**src/rtl/lws_pkg.sv**
```systemverilog
// Overview of operation
// RULE1: Low-voltage reset is disabled while its software disable bit is one.
// RULE2: Low-voltage reset stays inactive in halt-execution or full-system stop modes.
// RULE3: Build-time threshold applies only after power-on sequence completes successfully.
// RULE4: Period field selects 8192, 16384, 65536 or 262144 slow-oscillator periods.
// RULE5: Fast wakeup resumes execution 45 slow-oscillator periods after a wake event.
// RULE6: Watchdog counter stops whenever the slow internal oscillator is disabled.
// RULE7: Watchdog enabled after reset; calibration routine closes it until re-enabled.
// RULE8: Enabled watchdog reaching timeout without a clear issues a system reset.
package lws_pkg;
    localparam int          LWS_WDT_W        = 19;
    localparam logic [18:0] LWS_WDT_P0       = 19'h02000;
    localparam logic [18:0] LWS_WDT_P1       = 19'h04000;
    localparam logic [18:0] LWS_WDT_P2       = 19'h10000;
    localparam logic [18:0] LWS_WDT_P3       = 19'h40000;
    localparam logic [5:0]  LWS_FAST_WAKE    = 6'h2D;
    localparam logic [3:0]  LWS_LVL_DEFAULT  = 4'h0;
    localparam logic [1:0]  LWS_PER_DEFAULT  = 2'h0;
    localparam logic [2:0]  LWS_RST_PULSE    = 3'h4;

    typedef enum logic [2:0] {
        LWS_RUN  = 3'b001,
        LWS_DOWN = 3'b010,
        LWS_WAKE = 3'b100
    } lws_pwr_e;

    function automatic logic [18:0] lws_period(input logic [1:0] sel);
        case (sel)
            2'h0:    lws_period = LWS_WDT_P0;
            2'h1:    lws_period = LWS_WDT_P1;
            2'h2:    lws_period = LWS_WDT_P2;
            default: lws_period = LWS_WDT_P3;
        endcase
    endfunction : lws_period
endpackage : lws_pkg

```
**src/rtl/lws_supervisor.sv**
```systemverilog
`timescale 1ns/1ps
module lws_supervisor
    import lws_pkg::*;
#(
    parameter logic [3:0] LVR_LEVEL = LWS_LVL_DEFAULT  // Build-time threshold code
)
(
    input  wire logic       core_clk_i,        // 40 MHz clock
    input  wire logic       reset_n_i,         // Sync reset, active low
    input  wire logic       osc_tick_i,        // Slow oscillator level, from pin
    input  wire logic       osc_en_i,          // Slow oscillator enabled
    input  wire logic       por_done_i,        // Power-on sequence complete, from pin
    input  wire logic       vdd_low_i,         // Comparator: supply below threshold, pin
    input  wire logic       lvr_dis_i,         // Low-voltage reset software disable
    input  wire logic       stop_exe_i,        // Halt-execution stop mode
    input  wire logic       stop_sys_i,        // Full system stop mode
    input  wire logic       wdt_en_set_i,      // Pulse: software enables watchdog
    input  wire logic       calib_run_i,       // Pulse: calibration routine closes watchdog
    input  wire logic       wdt_clr_i,         // Pulse: software clears watchdog
    input  wire logic [1:0] wdt_per_i,         // Watchdog period select
    input  wire logic       fast_wake_i,       // Fast wakeup selected
    input  wire logic       pwr_down_i,        // Pulse: enter power-down
    input  wire logic       wake_i,            // Wake event, from pin
    output logic [3:0]      lvr_level_o,       // Threshold code applied to comparator
    output logic            lvr_active_o,      // Low-voltage reset armed
    output logic            wdt_en_o,          // Watchdog enabled
    output logic            cpu_run_o,         // Execution permitted
    output logic            sys_rst_o          // System reset request
);
    logic osc_s, por_s, low_s, wake_s;
    logic osc_prev_q, osc_prev_d;
    logic tick;

    lws_sync u_osc  (.core_clk_i(core_clk_i), .reset_n_i(reset_n_i), .async_i(osc_tick_i),
                     .sync_o(osc_s));
    lws_sync u_por  (.core_clk_i(core_clk_i), .reset_n_i(reset_n_i), .async_i(por_done_i),
                     .sync_o(por_s));
    lws_sync u_low  (.core_clk_i(core_clk_i), .reset_n_i(reset_n_i), .async_i(vdd_low_i),
                     .sync_o(low_s));
    lws_sync u_wake (.core_clk_i(core_clk_i), .reset_n_i(reset_n_i), .async_i(wake_i),
                     .sync_o(wake_s));

    // One tick per slow-oscillator period; none when oscillator is off
    assign tick = osc_s & ~osc_prev_q & osc_en_i;  // see RULE6

    logic [18:0] wdt_cnt_q, wdt_cnt_d;
    logic        wdt_en_q, wdt_en_d;
    logic        lvr_act_q, lvr_act_d;
    logic [3:0]  lvl_q, lvl_d;
    logic        por_seen_q, por_seen_d;
    logic        wdt_fire;
    logic        lvr_fire;
    logic [2:0]  rst_cnt_q, rst_cnt_d;
    logic        rst_q, rst_d;
    lws_pwr_e    st_q, st_d;
    logic [5:0]  wk_cnt_q, wk_cnt_d;
    logic        run_q, run_d;

    assign wdt_fire = wdt_en_q & tick & (wdt_cnt_q + 19'h00001 >= lws_period(wdt_per_i));
    assign lvr_fire = lvr_act_q & low_s;

    always_comb
    begin
        osc_prev_d = osc_s;
        por_seen_d = por_seen_q | por_s;
        // Threshold latched once power-on completes
        lvl_d      = (por_s & ~por_seen_q) ? LVR_LEVEL : lvl_q;  // see RULE3
        lvr_act_d  = por_seen_q & ~lvr_dis_i & ~stop_exe_i & ~stop_sys_i;  // see RULE1 RULE2
        wdt_en_d   = wdt_en_q;
        if (calib_run_i)
            wdt_en_d = 1'b0;  // see RULE7
        if (wdt_en_set_i)
            wdt_en_d = 1'b1;  // see RULE7
        wdt_cnt_d  = wdt_cnt_q;
        if (wdt_clr_i || !wdt_en_q || wdt_fire)
            wdt_cnt_d = 19'h00000;
        else if (tick)
            wdt_cnt_d = wdt_cnt_q + 19'h00001;  // see RULE4 RULE6
        rst_cnt_d  = rst_cnt_q;
        rst_d      = rst_q;
        if (wdt_fire || lvr_fire)
        begin
            rst_cnt_d = LWS_RST_PULSE;  // see RULE8
            rst_d     = 1'b1;
        end
        else if (rst_cnt_q != 3'h0)
            rst_cnt_d = rst_cnt_q - 3'h1;
        else
            rst_d = 1'b0;
    end

    always_comb
    begin
        st_d     = st_q;
        wk_cnt_d = wk_cnt_q;
        run_d    = run_q;
        case (st_q)
            LWS_RUN:
            begin
                run_d = 1'b1;
                if (pwr_down_i)
                begin
                    st_d  = LWS_DOWN;
                    run_d = 1'b0;
                end
            end
            LWS_DOWN:
            begin
                if (wake_s)
                begin
                    wk_cnt_d = 6'h00;
                    if (fast_wake_i)
                        st_d = LWS_WAKE;
                    else
                    begin
                        st_d  = LWS_RUN;
                        run_d = 1'b1;
                    end
                end
            end
            LWS_WAKE:
            begin
                if (tick)
                begin
                    wk_cnt_d = wk_cnt_q + 6'h01;
                    if (wk_cnt_q + 6'h01 == LWS_FAST_WAKE)
                    begin
                        st_d  = LWS_RUN;  // see RULE5
                        run_d = 1'b1;
                    end
                end
            end
            default:
            begin
                st_d  = LWS_RUN;
                run_d = 1'b1;
            end
        endcase
    end

    always_ff @(posedge core_clk_i)
    begin
        if (!reset_n_i)
        begin
            osc_prev_q <= 1'b0;
            por_seen_q <= 1'b0;
            lvl_q      <= LWS_LVL_DEFAULT;
            lvr_act_q  <= 1'b0;
            wdt_en_q   <= 1'b1;
            wdt_cnt_q  <= 19'h00000;
            rst_cnt_q  <= 3'h0;
            rst_q      <= 1'b0;
            st_q       <= LWS_RUN;
            wk_cnt_q   <= 6'h00;
            run_q      <= 1'b1;
        end
        else
        begin
            osc_prev_q <= osc_prev_d;
            por_seen_q <= por_seen_d;
            lvl_q      <= lvl_d;
            lvr_act_q  <= lvr_act_d;
            wdt_en_q   <= wdt_en_d;
            wdt_cnt_q  <= wdt_cnt_d;
            rst_cnt_q  <= rst_cnt_d;
            rst_q      <= rst_d;
            st_q       <= st_d;
            wk_cnt_q   <= wk_cnt_d;
            run_q      <= run_d;
        end
    end

    always_comb
    begin
        lvr_level_o  = lvl_q;
        lvr_active_o = lvr_act_q;
        wdt_en_o     = wdt_en_q;
        cpu_run_o    = run_q;
        sys_rst_o    = rst_q;
    end

    chk_lvr_disable_off: assert property (@(posedge core_clk_i) disable iff (!reset_n_i)
        lvr_dis_i |=> !lvr_active_o) else $error("lvr active while disabled");  // see RULE1
    chk_lvr_stop_off: assert property (@(posedge core_clk_i) disable iff (!reset_n_i)
        (stop_exe_i || stop_sys_i) |=> !lvr_active_o) else $error("lvr active in stop");  // see RULE2
    chk_lvr_needs_por: assert property (@(posedge core_clk_i) disable iff (!reset_n_i)
        !por_seen_q |=> !lvr_active_o) else $error("lvr active before power-on");  // see RULE3
    chk_level_latch: assert property (@(posedge core_clk_i) disable iff (!reset_n_i)
        (por_s && !por_seen_q) |=> lvr_level_o == LVR_LEVEL) else $error("level not applied");  // see RULE3
    chk_wdt_period: assert property (@(posedge core_clk_i) disable iff (!reset_n_i)
        $changed(wdt_cnt_q) |-> wdt_cnt_q < lws_period($past(wdt_per_i)))
        else $error("watchdog count past period");  // see RULE4
    chk_wake_count: assert property (@(posedge core_clk_i) disable iff (!reset_n_i)
        (st_q == LWS_WAKE) |-> wk_cnt_q < LWS_FAST_WAKE) else $error("wake count overrun");  // see RULE5
    chk_osc_stop: assert property (@(posedge core_clk_i) disable iff (!reset_n_i)
        (!osc_en_i && !wdt_clr_i && wdt_en_q) |=> $stable(wdt_cnt_q))
        else $error("watchdog ran without oscillator");  // see RULE6
    chk_calib_close: assert property (@(posedge core_clk_i) disable iff (!reset_n_i)
        (calib_run_i && !wdt_en_set_i) |=> !wdt_en_o) else $error("watchdog not closed");  // see RULE7
    chk_wdt_reset: assert property (@(posedge core_clk_i) disable iff (!reset_n_i)
        wdt_fire |=> sys_rst_o [*4]) else $error("watchdog reset missing");  // see RULE8
endmodule : lws_supervisor

```
**src/rtl/lws_sync.sv**
```systemverilog
`timescale 1ns/1ps
module lws_sync
(
    input  wire logic core_clk_i,  // Clock
    input  wire logic reset_n_i,   // Sync reset, active low
    input  wire logic async_i,     // Asynchronous level
    output logic      sync_o       // Synchronised level
);
    logic meta_q;
    logic meta_d;
    logic sync_d;

    always_comb
    begin
        meta_d = async_i;
        sync_d = meta_q;
    end

    always_ff @(posedge core_clk_i)
    begin
        if (!reset_n_i)
        begin
            meta_q <= 1'b0;
            sync_o <= 1'b0;
        end
        else
        begin
            meta_q <= meta_d;
            sync_o <= sync_d;
        end
    end
endmodule : lws_sync

```
**config.mk**
```make
export PLATFORM = sky130hd
export DESIGN_NAME = lws_supervisor
export DESIGN_NICKNAME = d
export VERILOG_FILES = /design/src/rtl/lws_pkg.sv /design/src/rtl/lws_supervisor.sv /design/src/rtl/lws_sync.sv
export SDC_FILE = /design/constraint.sdc
export NUM_CORES = 1
export LEC_CHECK = 0
export BUFFER_PORTS_ARGS = -buffer_cell sky130_fd_sc_hd__buf_2
export CORE_MARGIN = 3
export CORE_UTILIZATION = 40
export DETAILED_ROUTE_END_ITERATION = 12
export GPL_TIMING_DRIVEN = 0
export PLACE_DENSITY = 0.59
export SLEW_MARGIN = 20
export SYNTH_ARGS = -nofsm -noshare
export SYNTH_HDL_FRONTEND = slang
export SYNTH_SLANG_ARGS = --single-unit
```
**constraint.sdc**
```tcl
create_clock -name core_clk_i -period 3.85 [get_ports core_clk_i]
set_clock_uncertainty 0.2 [all_clocks]
set_input_delay 0.1925 -clock core_clk_i [delete_from_list [all_inputs] [get_ports core_clk_i]]
set_output_delay 0.1925 -clock core_clk_i [all_outputs]
set_load 0.01 [all_outputs]
```
Yosys cells after proc, flatten, opt, wreduce, memory -nomap -nowiden
Cells that the tools add are included.
W data, S select, Z words.
Storage, ports and cells
  input bits: 17
  bits in registers: 45
  word-level logic and storage cells: 83
Operators by class
  equality and inequality tests: 12
  bitwise operators: 14
  add/subtract/negate cells: 3
  order comparisons: 1
  muxes and demuxes: 20
  reduce and logical (&&, ||, !) cells: 14
Operator list (count)
  $pmux W19 S3: 1
  $mux W3: 7
  $add A19 B1 Y19 const B: 1
  $ge A19 B19 Y1: 1
  $mux W6: 2
  $pmux W6 S2: 1
  $ne A2 B2 Y1 const B: 5
  $pmux W3 S3: 1
  $and A1 B1 Y1: 8
  $reduce_and A4 Y1: 2
  $mux W1: 7
  $add A6 B1 Y6 const B: 1
  $eq A6 B6 Y1 const B: 1
  $reduce_or A2 Y1: 3
  $not A1 Y1: 5
  $reduce_bool A2 Y1: 2
  $eq A3 B1 Y1 const B: 1
  $eq A3 B2 Y1 const B: 1
  $eq A3 B3 Y1 const B: 1
  $logic_or A1 B1 Y1: 3
  $pmux W1 S3: 1
  $reduce_and A3 Y1: 1
  $reduce_bool A3 Y1: 1
  $sub A3 B1 Y3 const B: 1
  6 further kinds: 6

Logic depth before layout (Yosys ltp)
Gate-level depths: netlist of run 1.
  depth in word-level cells: 7
  gate-level depth with buffers: 13

Modules after synthesis
From an unflattened synthesis of run 1, not the netlist that was laid out.
Second synthesis, totals
  cells, all modules: 302
  area, all modules: 2514.9 um^2
Modules (own cells, without submodules)
  lws_supervisor: sequential area each 740.7 um^2, times used 1, area an instance 2304.7 um^2, cells each 286
  lws_sync: sequential area each 40.0 um^2, times used 4, area an instance 52.6 um^2, cells each 4

Worst setup path after synthesis of run 1
Ideal clock, no wire load.
  path type: register to register
  from: reg wdt_cnt_q[1]
  to: reg wdt_cnt_q[11]
  cell stages (with the launch flop): 13
  library setup time: 0.115 ns
  required time: 3.535 ns
  path slack: 0.156 ns
  arrival time: 3.379 ns
  buffers on the path: 1
  path through: dfxtp_1 -> ha_1 -> nand2_1 -> nor4_1 -> xor2_1 -> ha_1 -> nand4_1 -> or4b_2 -> o31ai_1 -> a221oi_4 -> o21bai_4 -> buf_6 -> nor2_2
On the way
  cells in the longest elaborated chain, start to end: 5
RTL lines
  from (decl): line lws_supervisor.sv:46  | logic [18:0] wdt_cnt_q, wdt_cnt_d;
  from (signal assigned): line lws_supervisor.sv:164  | wdt_cnt_q <= wdt_cnt_d;
  $add A19 B1 Y19 (*): line lws_supervisor.sv:59, lws_supervisor.sv:78
  $ge A19 B19 Y1: line lws_supervisor.sv:59  | assign wdt_fire = wdt_en_q & tick & (wdt_cnt_q + 19'h00001 >= lws_period(wdt_per_i));
  $and A1 B1 Y1: line lws_supervisor.sv:59
  $logic_or A1 B1 Y1: line lws_supervisor.sv:75  | if (wdt_clr_i || !wdt_en_q || wdt_fire)
  $reduce_or A2 Y1 (no line)
Every way passes the cells marked *; elsewhere a longest branch is shown, timed or not.
A chain may end at the register's enable or synchronous reset.

Worst setup path after layout of run 1
  from: reg wdt_cnt_q[1]
  to: reg wdt_cnt_q[10]
The elaborated chain is that of the path after synthesis.

==> results of run 1 <==
## path summary, 6_finish.rpt
check / startpoint / to / slack, ns
min: pwr_down_i / st_q[0] / 0.11
max: wdt_cnt_q[1] / wdt_cnt_q[10] / 0.29
min reg2reg: u_wake.meta_q / u_wake.sync_o / 0.24
max reg2reg: wdt_cnt_q[1] / wdt_cnt_q[10] / 0.29
## synthesized netlist by cell type, types with 2 or more instances
master / n
sky130_fd_sc_hd__a21o_1: 2
sky130_fd_sc_hd__a21oi_1: 6
sky130_fd_sc_hd__a31oi_1: 3
sky130_fd_sc_hd__and2_1: 11
sky130_fd_sc_hd__buf_1: 2
sky130_fd_sc_hd__buf_2: 2
sky130_fd_sc_hd__buf_4: 4
sky130_fd_sc_hd__clkbuf_1: 9
sky130_fd_sc_hd__dfxtp_1: 45
sky130_fd_sc_hd__ha_1: 10
sky130_fd_sc_hd__inv_1: 9
sky130_fd_sc_hd__nand2_1: 27
sky130_fd_sc_hd__nand2b_1: 5
sky130_fd_sc_hd__nand3_1: 8
sky130_fd_sc_hd__nand3b_1: 5
sky130_fd_sc_hd__nand4_1: 9
sky130_fd_sc_hd__nand4b_1: 2
sky130_fd_sc_hd__nor2_1: 24
sky130_fd_sc_hd__nor2_2: 10
sky130_fd_sc_hd__nor2b_1: 6
sky130_fd_sc_hd__nor3_1: 6
sky130_fd_sc_hd__nor3b_1: 2
sky130_fd_sc_hd__nor4_1: 7
sky130_fd_sc_hd__o21a_1: 3
sky130_fd_sc_hd__o21ai_0: 12
sky130_fd_sc_hd__o31a_1: 2
sky130_fd_sc_hd__o31ai_1: 3
sky130_fd_sc_hd__or2_2: 2
sky130_fd_sc_hd__xnor2_1: 14
sky130_fd_sc_hd__xor2_1: 13
## cell families (layout without fill, tap and decap cells)
logic type,after synthesis,count (layout)
buffers and inverters,27,66
DFF,45,45
xor gates and xnor gates,27,27
other,1,4
and+or+nand+nor,132,132
adders and majority gates,10,10
AOI/OAI and AO/OA,42,42
muxes,2,2
## power by group
group | total (mW) | switching [mW] | internal (mW)
Sequential | 0.491 | 0.00922 | 0.482
Combinational | 0.118 | 0.0598 | 0.0583
Clock | 0.365 | 0.167 | 0.198
## final cells by class
cell class                      count  area [µm²]
Tap cell                           72       90.09
Inverter                            9       33.78
Sequential cell                    45       902.1
Fill cell                         565        2781
Clock inverter                      3       48.80
Buffer                             18       93.84
Timing Repair Buffer               31       210.2
Multi-Input combinational cell    217        1446
Clock buffer                        5       68.82
## metrics by stage
stage | utilization, % | hold WS [ns]
6_report | 50.99 | 0.1118
5_1_grt | 50.99 | 0.1135
4_1_cts | 50.51 | 0.08871
3_5_place_dp | 46.27 | 0.1595
3_3_place_gp | 46.27 | 0.1595
2_1_floorplan | - | 0.06837
## worst max-delay path, stage by stage (launching register included)
cell                       delay [ns]
sky130_fd_sc_hd__dfxtp_2         0.41
sky130_fd_sc_hd__ha_2            0.27
sky130_fd_sc_hd__nand2_1         0.17
sky130_fd_sc_hd__nor4_4          0.40
sky130_fd_sc_hd__xor2_1          0.11
sky130_fd_sc_hd__ha_1            0.31
sky130_fd_sc_hd__nand4_1         0.09
sky130_fd_sc_hd__or4b_2          0.63
sky130_fd_sc_hd__o31ai_2         0.27
sky130_fd_sc_hd__a221oi_4        0.16
sky130_fd_sc_hd__o21bai_4        0.18
sky130_fd_sc_hd__buf_6           0.19
sky130_fd_sc_hd__nor2_2          0.05
## sequential cells by signal, summed over array words and instances (netlist names), 3 cells and up
name,count
wdt_cnt_q,19
wk_cnt_q,6
rst_cnt_q,3
st_q,3
## timing repair
action	CTS	global route
endpoints found under the setup margin	23	21
hold buffers	10	0
buffers inserted	0	2
gates resized for setup	4	6
pin swaps	0	2
hold endpoints to repair	9	0
## per-layer routing
layer | vias to the layer above | share of wire (%) | routed length, µm | GRT usage, %
li1 | 1056 | - | - | -
met1 | 882 | 51 | 2364 | 18.22
met2 | 27 | 45 | 2086 | 23.43
met3 | 4 | 2.8 | 129 | 2.764
met4 | 0 | 0.78 | 36 | 3.070
met5 | - | 0 | 0 | 0
==> metrics.csv, run 1 <==
stage,metric,value,unit
placed_design,Setup WS pre-CTS,-0.3820,ns
routing,average vias per placed instance,4.923,
synth,adder-cell share of the synthesized area,5.149,%
synth,post-synthesis cell area,2430,µm²
setup_path,cells on worst reg2reg path,12,
synth,warnings from Yosys,0,
synth,instance count of the mapped netlist,286,
layout,layout net count,354,
synth,combinational family with the most area after synthesis,simple AND/OR/NAND/NOR gates,
sta,Pins Over Slew Limit,0,
setup_path,Worst Path Required,3.84,ns
placed_design,instance area after placement,2626,µm²
sta,headroom to the max-slew limit,59.63,%
synth,prevailing post-synth register cell,sky130_fd_sc_hd__dfxtp_1,
routing,Detail Route Antenna Nets,0,
synth,share of the yosys chip area belonging to registers,37.08,%
global_routing,largest net degree at the start of global routing,17,
layout,final std cells w/o fill,400,
routing,DR iter-0 viols,85,
layout,most common library cell in the layout ignoring fill and taps,sky130_fd_sc_hd__dfxtp_1,
sta,post-route minimum period,3.555,ns
clock_tree,clock slew seen by the registers of the worst setup and hold paths,0.09,ns
setup_path,crit-path max FO,10,
clock_tree,number of clock sinks,45,
synth,area share of and/or/nand/nor cells after synthesis,29.25,%
die,number of rows created at floorplan,27,
synth,"top cells by area, synth","sky130_fd_sc_hd__dfxtp_1 (37%), sky130_fd_sc_hd__ha_1 (5.1%), sky130_fd_sc_hd__xnor2_1 (5.0%), sky130_fd_sc_hd__xor2_1 (4.7%), sky130_fd_sc_hd__nand2_1 (4.2%)",
layout,Synth-to-Final Area Change,19.10,%
sta,final setup violating endpoints,0,
layout,fraction of final layout cells sized beyond drive strength 1,18.29,%
setup_path,endpoint arrival time on the critical path,3.55,ns
die,horizontal die dimension,83.94,µm
sta,total count of hold-check failures in the final report,0,
placed_design,HPWL Detailed,3384,µm
placed_design,routability cong.,0.7509,
routing,total vias in the final route,1969,
power,Peak VDD IR,0.2413,mV
synth,proportion of synthesized flip-flops having asynchronous set or reset,0,%
global_routing,via count of the first global-routing pass,1932,
power,Pwr per Cell Area,336.6,nW/µm²
clock_tree,source-to-sink clock delay at the later pin of the worst-skew pair,0.30,ns
die,starting density of the core,42.81,%
power,Final Power,0.9740,mW
global_routing,GRT Total Usage,13.87,%
synth,post-synthesis cell type count,53,
setup_path,endpoint class of the critical path,flop,
global_routing,number of antenna violations at the first check in global routing,0,
synth,Mean Syn Cell Area,8.496,µm²
synth,area share of the leading cell type in the synthesized netlist,37.08,%
placed_design,IO buf count,19,
min_path,Worst Hold Class,in -> reg,
sta,fin crit share,92.35,%
routing,router iterations before antenna repair,4,
job,max cap viols,0,
setup_path,start-to-end type of the worst setup path,reg -> reg,
sta,Worst Tran Pin Value,0.6001,ns
routing,mean routed wirelength per cell,11.54,µm
routing,wire length reported by the detailed router,4617,µm
setup_path,Worst setup SP type,flop,
die,Die Y-Extent,83.94,µm
clock_tree,clock root buffer,sky130_fd_sc_hd__clkbuf_8,
sta,Peak Freq,281.3,MHz
clock_tree,level count of the clock H-tree,2,
clock_tree,Max Root-Sink Buffers,2,
run_status,result of the run,"finished, final reports clean",
clock_tree,CTS Buf Count,5,
power,leakage,1.072,nW
sta,final total negative setup slack,0,ns
die,number of ports placed on the die boundary,25,
synth,post-synth top area cell,sky130_fd_sc_hd__dfxtp_1,
synth,count of flip-flops with a built-in enable after synthesis,0,
clock_tree,CTS tree,yes,
sta,post-route worst setup slack,0.2946,ns
min_path,Cells on Worst Hold Path,4,
die,area of the core,5675,µm²
global_routing,global-route wire length before repair,8280,µm
global_routing,final global-route overflow total,0,
synth,Compound-Gate Fraction of Synth Area,12.56,%
die,overall die area,7046,µm²
layout,"commonest non-fill, non-tap cells in the layout","sky130_fd_sc_hd__dfxtp_1 (44), sky130_fd_sc_hd__nand2_1 (27), sky130_fd_sc_hd__nor2_1 (24)",
synth,XOR/XNOR Fraction of Synth Area,9.732,%
layout,post-route cell area,2894,µm²
layout,Antenna Diode Count,0,
synth,portion of netlist area occupied by mux cells,0.8754,%
placed_design,cell count after placement,380,
routing,DRC Markers,0,
synth,#FFs+latches synth,45,
No activity file was read; power rests on OpenSTA's default activity.
==> run 2: changes to the inputs <==
Settings changed: MAX_ROUTING_LAYER from default to met4.
==> metrics.csv, run 2 (synthesis results as in run 1) <==
stage,metric,value,unit
layout,Synth-to-Final Area Change,19.10,%
sta,Worst Tran Pin Value,0.5997,ns
min_path,Worst Hold Class,in -> reg,
sta,post-route minimum period,3.556,ns
clock_tree,CTS Buf Count,5,
clock_tree,source-to-sink clock delay at the later pin of the worst-skew pair,0.30,ns
power,combinational fraction of design power,12.1,%
setup_path,endpoint class of the critical path,flop,
sta,final total negative setup slack,0,ns
setup_path,largest stage delay on the critical path,0.63,ns
routing,average vias per placed instance,4.925,
sta,Peak Freq,281.2,MHz
clock_tree,clock root buffer,sky130_fd_sc_hd__clkbuf_8,
global_routing,via count of the first global-routing pass,1935,
global_routing,final global-route overflow total,0,
power,switching power of the nets,0.2360,mW
global_routing,global-route wire length before repair,8280,µm
layout,final std cells w/o fill,400,
sta,final setup violating endpoints,0,
clock_tree,level count of the clock H-tree,2,
routing,wire length reported by the detailed router,4612,µm
clock_tree,Max Root-Sink Buffers,2,
layout,number of fillers in the final layout,565,
setup_path,Worst setup SP type,flop,
global_routing,GRT Total Usage,14.25,%
clock_tree,CTS tree,yes,
setup_path,crit path from,wdt_cnt_q[1],
routing,total vias in the final route,1970,
setup_path,critical-path cell with the highest stage delay,sky130_fd_sc_hd__or4b_2,
layout,fraction of final layout cells sized beyond drive strength 1,18.29,%
power,Int Pwr,0.7379,mW
routing,DRC Markers,0,
power,Final Power,0.9740,mW
routing,router iterations before antenna repair,4,
layout,Antenna Diode Count,0,
placed_design,cell count after placement,380,
setup_path,chain of cells forming the critical path,ha_2 > nand2_1 > nor4_4 > xor2_1 > ha_1 > nand4_1 > or4b_2 > o31ai_2 > a221oi_4 > o21bai_4 > buf_6 > nor2_2,
power,Peak VDD IR,0.2413,mV
die,Die Y-Extent,83.94,µm
die,number of rows created at floorplan,27,
setup_path,start-to-end type of the worst setup path,reg -> reg,
power,leakage,1.072,nW
layout,most common library cell in the layout ignoring fill and taps,sky130_fd_sc_hd__dfxtp_1,
clock_tree,number of clock sinks,45,
power,Pwr per Cell Area,336.5,nW/µm²
job,max cap viols,0,
die,starting density of the core,42.81,%
global_routing,number of antenna violations at the first check in global routing,0,
power,relative contribution of the clock network to total power,37.4,%
setup_path,FF-to-FF End,wdt_cnt_q[10],
setup_path,slack of the worst reg-to-reg path,0.29,ns
die,horizontal die dimension,83.94,µm
routing,mean routed wirelength per cell,11.53,µm
routing,Detail Route Antenna Nets,0,
setup_path,Worst Path Required,3.84,ns
sta,headroom to the max-slew limit,59.65,%
layout,Top Registers,"wdt_cnt_q x19, wk_cnt_q x6",
setup_path,reg-to-reg startpoint,wdt_cnt_q[1],
power,Seq pwr share,50.4,%
layout,layout net count,354,
placed_design,HPWL Detailed,3384,µm
setup_path,cells on worst reg2reg path,12,
die,area of the core,5675,µm²
run_status,result of the run,"finished, final reports clean",
placed_design,routability cong.,0.7605,
layout,flip-flop count of the largest register after layout,19,
die,number of ports placed on the die boundary,25,
power,sw frac,24.23,%
placed_design,IO buf count,19,
sta,total count of hold-check failures in the final report,0,
clock_tree,clock slew seen by the registers of the worst setup and hold paths,0.09,ns
die,overall die area,7046,µm²
global_routing,largest net degree at the start of global routing,17,
sta,fin crit share,92.36,%
layout,largest register by flop count,wdt_cnt_q,
setup_path,CP endpoint,wdt_cnt_q[10],
sta,Pins Over Slew Limit,0,
setup_path,endpoint arrival time on the critical path,3.55,ns
layout,"commonest non-fill, non-tap cells in the layout","sky130_fd_sc_hd__dfxtp_1 (44), sky130_fd_sc_hd__nand2_1 (27), sky130_fd_sc_hd__nor2_1 (24)",
setup_path,crit-path max FO,10,
routing,DR iter-0 viols,85,
layout,final core occ,50.99,%
-- run 2: cell counts in the layout (fill, tap and decap cells not counted) --
Identical to the previous run, type by type.
-- run 2: stage by stage --
stage | hold slack (ns) | worst slack (ns) | instance area, µm²
5_1_grt | 0.1135 | -0.003570 | 2894
3_5_place_dp | 0.1595 | -0.3820 | 2626
2_1_floorplan | 0.06837 | 0.1558 | 2441
4_1_cts | 0.08871 | 0.02800 | 2867
3_3_place_gp | 0.1595 | -0.4462 | 2626
6_report | 0.1118 | 0.2943 | 2894
-- run 2: worst min path at each step --
stage	slack (ns)	endpoint	cells after the start	start
2_1_floorplan	0.07	lvr_active_o	1	lvr_dis_i
6_report	0.11	st_q[0]	4	pwr_down_i
3_5_place_dp	0.16	lvr_active_o	2	stop_sys_i
5_1_grt	0.11	st_q[0]	4	pwr_down_i
4_1_cts	0.09	st_q[0]	4	pwr_down_i
3_3_place_gp	0.16	lvr_active_o	2	stop_exe_i
-- run 2: layer usage --
| layer | global-route usage [%] | routed length (µm) | part of all wire, % |
|---|---|---|---|
| met5 | - | 0 | 0 |
| met4 | 3.070 | 36 | 0.78 |
| met3 | 2.665 | 124 | 2.7 |
| met2 | 23.43 | 2084 | 45 |
| met1 | 18.28 | 2367 | 51 |
-- run 2: power groups by stage --
stage	Combinational (mW)	Clock (mW)	Sequential, mW
4_1_cts	0.118	0.381	0.491
2_1_floorplan	0.0838	0	0.501
6_report	0.118	0.365	0.491
3_5_place_dp	0.110	0	0.502
3_3_place_gp	0.109	0	0.502
5_1_grt	0.137	0.400	0.493
-- run 2: cell type report --
cell class                      count  area, µm²  share of cell area, %
Multi-Input combinational cell    217       1446                  49.98
Sequential cell                    45      902.1                  31.17
Timing Repair Buffer               31      210.2                  7.263
Buffer                             18      93.84                  3.243
Tap cell                           72      90.09                  3.113
Clock buffer                        5      68.82                  2.378
Clock inverter                      3      48.80                  1.686
Inverter                            9      33.78                  1.167
-- run 2: critical path: cells and delay by family, from the launching register on --
family / cells / cell delay (ns)
buffers and inverters: 1 / 0.19
flip-flops: 1 / 0.41
AO/OA/AOI/OAI: 3 / 0.61
XOR/XNOR: 1 / 0.11
adder cells (fa/ha/maj): 2 / 0.58
AND/OR/NAND/NOR: 5 / 1.34
-- run 2: repair_timing --
| item | in CTS | in global routing |
|---|---|---|
| hold buffers | 10 | 0 |
| pin swaps | 0 | 2 |
| endpoints found under the hold margin | 9 | 0 |
| setup buffers | 0 | 2 |
| endpoints found under the setup margin | 23 | 21 |
| resized for setup | 4 | 6 |
==> run 3: changes to the inputs <==
Settings changed: PLACE_DENSITY 0.59 to 0.66.
==> metrics.csv, run 3 (synthesis results as in run 1) <==
stage,metric,value,unit
run_status,result of the run,"finished, final reports clean",
sta,final total negative setup slack,0,ns
die,starting density of the core,42.81,%
layout,Antenna Diode Count,0,
setup_path,reg-to-reg startpoint,wdt_cnt_q[1],
setup_path,crit-path max FO,10,
clock_tree,level count of the clock H-tree,2,
layout,largest register by flop count,wdt_cnt_q,
global_routing,final global-route overflow total,0,
layout,"commonest non-fill, non-tap cells in the layout","sky130_fd_sc_hd__dfxtp_1 (44), sky130_fd_sc_hd__nand2_1 (27), sky130_fd_sc_hd__nor2_1 (24)",
power,leakage,1.068,nW
routing,DRC Markers,0,
routing,wire length reported by the detailed router,4769,µm
setup_path,start-to-end type of the worst setup path,reg -> reg,
global_routing,GRT Total Usage,14.92,%
routing,mean routed wirelength per cell,11.98,µm
clock_tree,CTS Buf Count,5,
placed_design,routability cong.,0.7797,
setup_path,Worst Path Required,3.85,ns
sta,post-route minimum period,3.610,ns
routing,Detail Route Antenna Nets,0,
power,sw frac,24.74,%
global_routing,global-route wire length before repair,8521,µm
sta,final setup violating endpoints,0,
layout,most common library cell in the layout ignoring fill and taps,sky130_fd_sc_hd__dfxtp_1,
min_path,Cells on Worst Hold Path,3,
layout,fraction of final layout cells sized beyond drive strength 1,17.79,%
layout,Top Registers,"wdt_cnt_q x19, wk_cnt_q x6",
die,overall die area,7046,µm²
sta,Peak Freq,277.0,MHz
power,relative contribution of the clock network to total power,37.9,%
layout,number of fillers in the final layout,542,
placed_design,IO buf count,19,
layout,FF/Latch Area,902.1,µm²
layout,layout net count,352,
clock_tree,clock slew seen by the registers of the worst setup and hold paths,0.09,ns
sta,total count of hold-check failures in the final report,0,
placed_design,instance area after placement,2626,µm²
routing,average vias per placed instance,5.113,
die,area of the core,5675,µm²
layout,post-route cell area,2880,µm²
setup_path,slack of the worst reg-to-reg path,0.24,ns
placed_design,HPWL Detailed,3494,µm
power,Pwr per Cell Area,340.1,nW/µm²
sta,fin crit share,93.77,%
setup_path,crit path from,wdt_cnt_q[1],
clock_tree,Max Root-Sink Buffers,2,
die,Die Y-Extent,83.94,µm
min_path,Worst Hold Class,in -> reg,
job,max cap viols,0,
layout,Synth-to-Final Area Change,18.54,%
setup_path,endpoint arrival time on the critical path,3.61,ns
routing,total vias in the final route,2035,
placed_design,cell count after placement,380,
sta,hold slack,0.005915,ns
power,combinational fraction of design power,11.9,%
clock_tree,number of clock sinks,45,
setup_path,Worst setup SP type,flop,
clock_tree,source-to-sink clock delay at the later pin of the worst-skew pair,0.31,ns
global_routing,largest net degree at the start of global routing,17,
power,Peak VDD IR,0.3366,mV
power,switching power of the nets,0.2423,mW
setup_path,cells on worst reg2reg path,12,
die,number of rows created at floorplan,27,
layout,flip-flop count of the largest register after layout,19,
routing,router iterations before antenna repair,4,
sta,headroom to the max-slew limit,58.32,%
die,horizontal die dimension,83.94,µm
clock_tree,CTS tree,yes,
global_routing,number of antenna violations at the first check in global routing,0,
power,Seq pwr share,50.2,%
power,Int Pwr,0.7372,mW
routing,DR iter-0 viols,134,
layout,area of combinational cells with multiple inputs,1451,µm²
min_path,origin of the worst min-delay path,fast_wake_i,
sta,Worst Tran Pin Value,0.6196,ns
sta,Pins Over Slew Limit,0,
die,number of ports placed on the die boundary,25,
setup_path,endpoint class of the critical path,flop,
clock_tree,clock root buffer,sky130_fd_sc_hd__clkbuf_8,
setup_path,FF-to-FF End,wdt_cnt_q[14],
layout,final std cells w/o fill,398,
power,Final Power,0.9795,mW
min_path,WHS Endpoint,st_q[2],
global_routing,via count of the first global-routing pass,1930,
-- run 3: changes by cell type in the layout (fill, tap and decap cells not counted), sizes merged --
cell / delta
buf: -2
clkbuf: +1
clkinvlp: -1
dlygate4sd3: -1
inv: +1
-- run 3: layout make-up --
cell class,instances,area share (%)
Clock buffer,5,2.389
Clock inverter,3,1.651
Buffer,18,3.258
Multi-Input combinational cell,217,50.39
Inverter,9,1.173
Tap cell,72,3.128
Timing Repair Buffer,29,6.690
Sequential cell,45,31.32
-- run 3: per-stage QoR --
stage,util (%),setup slack (ns)
floorplan,-,0.1558
CTS,50.35,0.002951
finish,50.75,0.2397
global route,50.75,-0.01430
global placement,46.27,-0.4353
detailed placement,46.27,-0.5288
-- run 3: power groups by stage --
| stage | clock [mW] | combinational [mW] | sequential, mW |
|---|---|---|---|
| 2_1_floorplan | 0 | 0.0838 | 0.501 |
| 3_3_place_gp | 0 | 0.107 | 0.502 |
| 3_5_place_dp | 0 | 0.109 | 0.503 |
| 4_1_cts | 0.382 | 0.117 | 0.492 |
| 5_1_grt | 0.397 | 0.133 | 0.493 |
| 6_report | 0.372 | 0.116 | 0.492 |
-- run 3: routing by layer --
metal  up-vias  wire, µm  part of all wire (%)  global-route usage, %
met3         9       174                   3.6                  3.554
met4         0        62                   1.3                  4.240
li1       1054         -                     -                      -
met5         -         0                     0                      -
met1       929      2310                    48                  18.38
met2        43      2222                    47                  24.37
-- run 3: critical path, cell delays in order, from the launching register on --
cell	delay, ns
sky130_fd_sc_hd__dfxtp_2	0.41
sky130_fd_sc_hd__ha_2	0.27
sky130_fd_sc_hd__nand2_1	0.17
sky130_fd_sc_hd__nor4_4	0.36
sky130_fd_sc_hd__xor2_1	0.12
sky130_fd_sc_hd__ha_1	0.31
sky130_fd_sc_hd__nand4_1	0.08
sky130_fd_sc_hd__or4b_2	0.66
sky130_fd_sc_hd__o31ai_4	0.26
sky130_fd_sc_hd__a221oi_4	0.15
sky130_fd_sc_hd__o21bai_4	0.25
sky130_fd_sc_hd__buf_6	0.21
sky130_fd_sc_hd__nor2_2	0.05
-- run 3: what timing repair did --
item                                    4_1_cts  5_1_grt
endpoints found under the setup margin       23       21
hold buffers                                  9        0
resized for setup                             6        2
pin swaps                                     0        3
endpoints found under the hold margin         8        0
setup buffers                                 0        1
-- run 3: how the worst max path moves through the flow --
stage	to
after global routing	wdt_cnt_q[13]
after CTS	wdt_cnt_q[15]
after floorplan	wdt_cnt_q[11]
final	wdt_cnt_q[14]
after detailed placement	wdt_cnt_q[9]
after global placement	wdt_cnt_q[10]
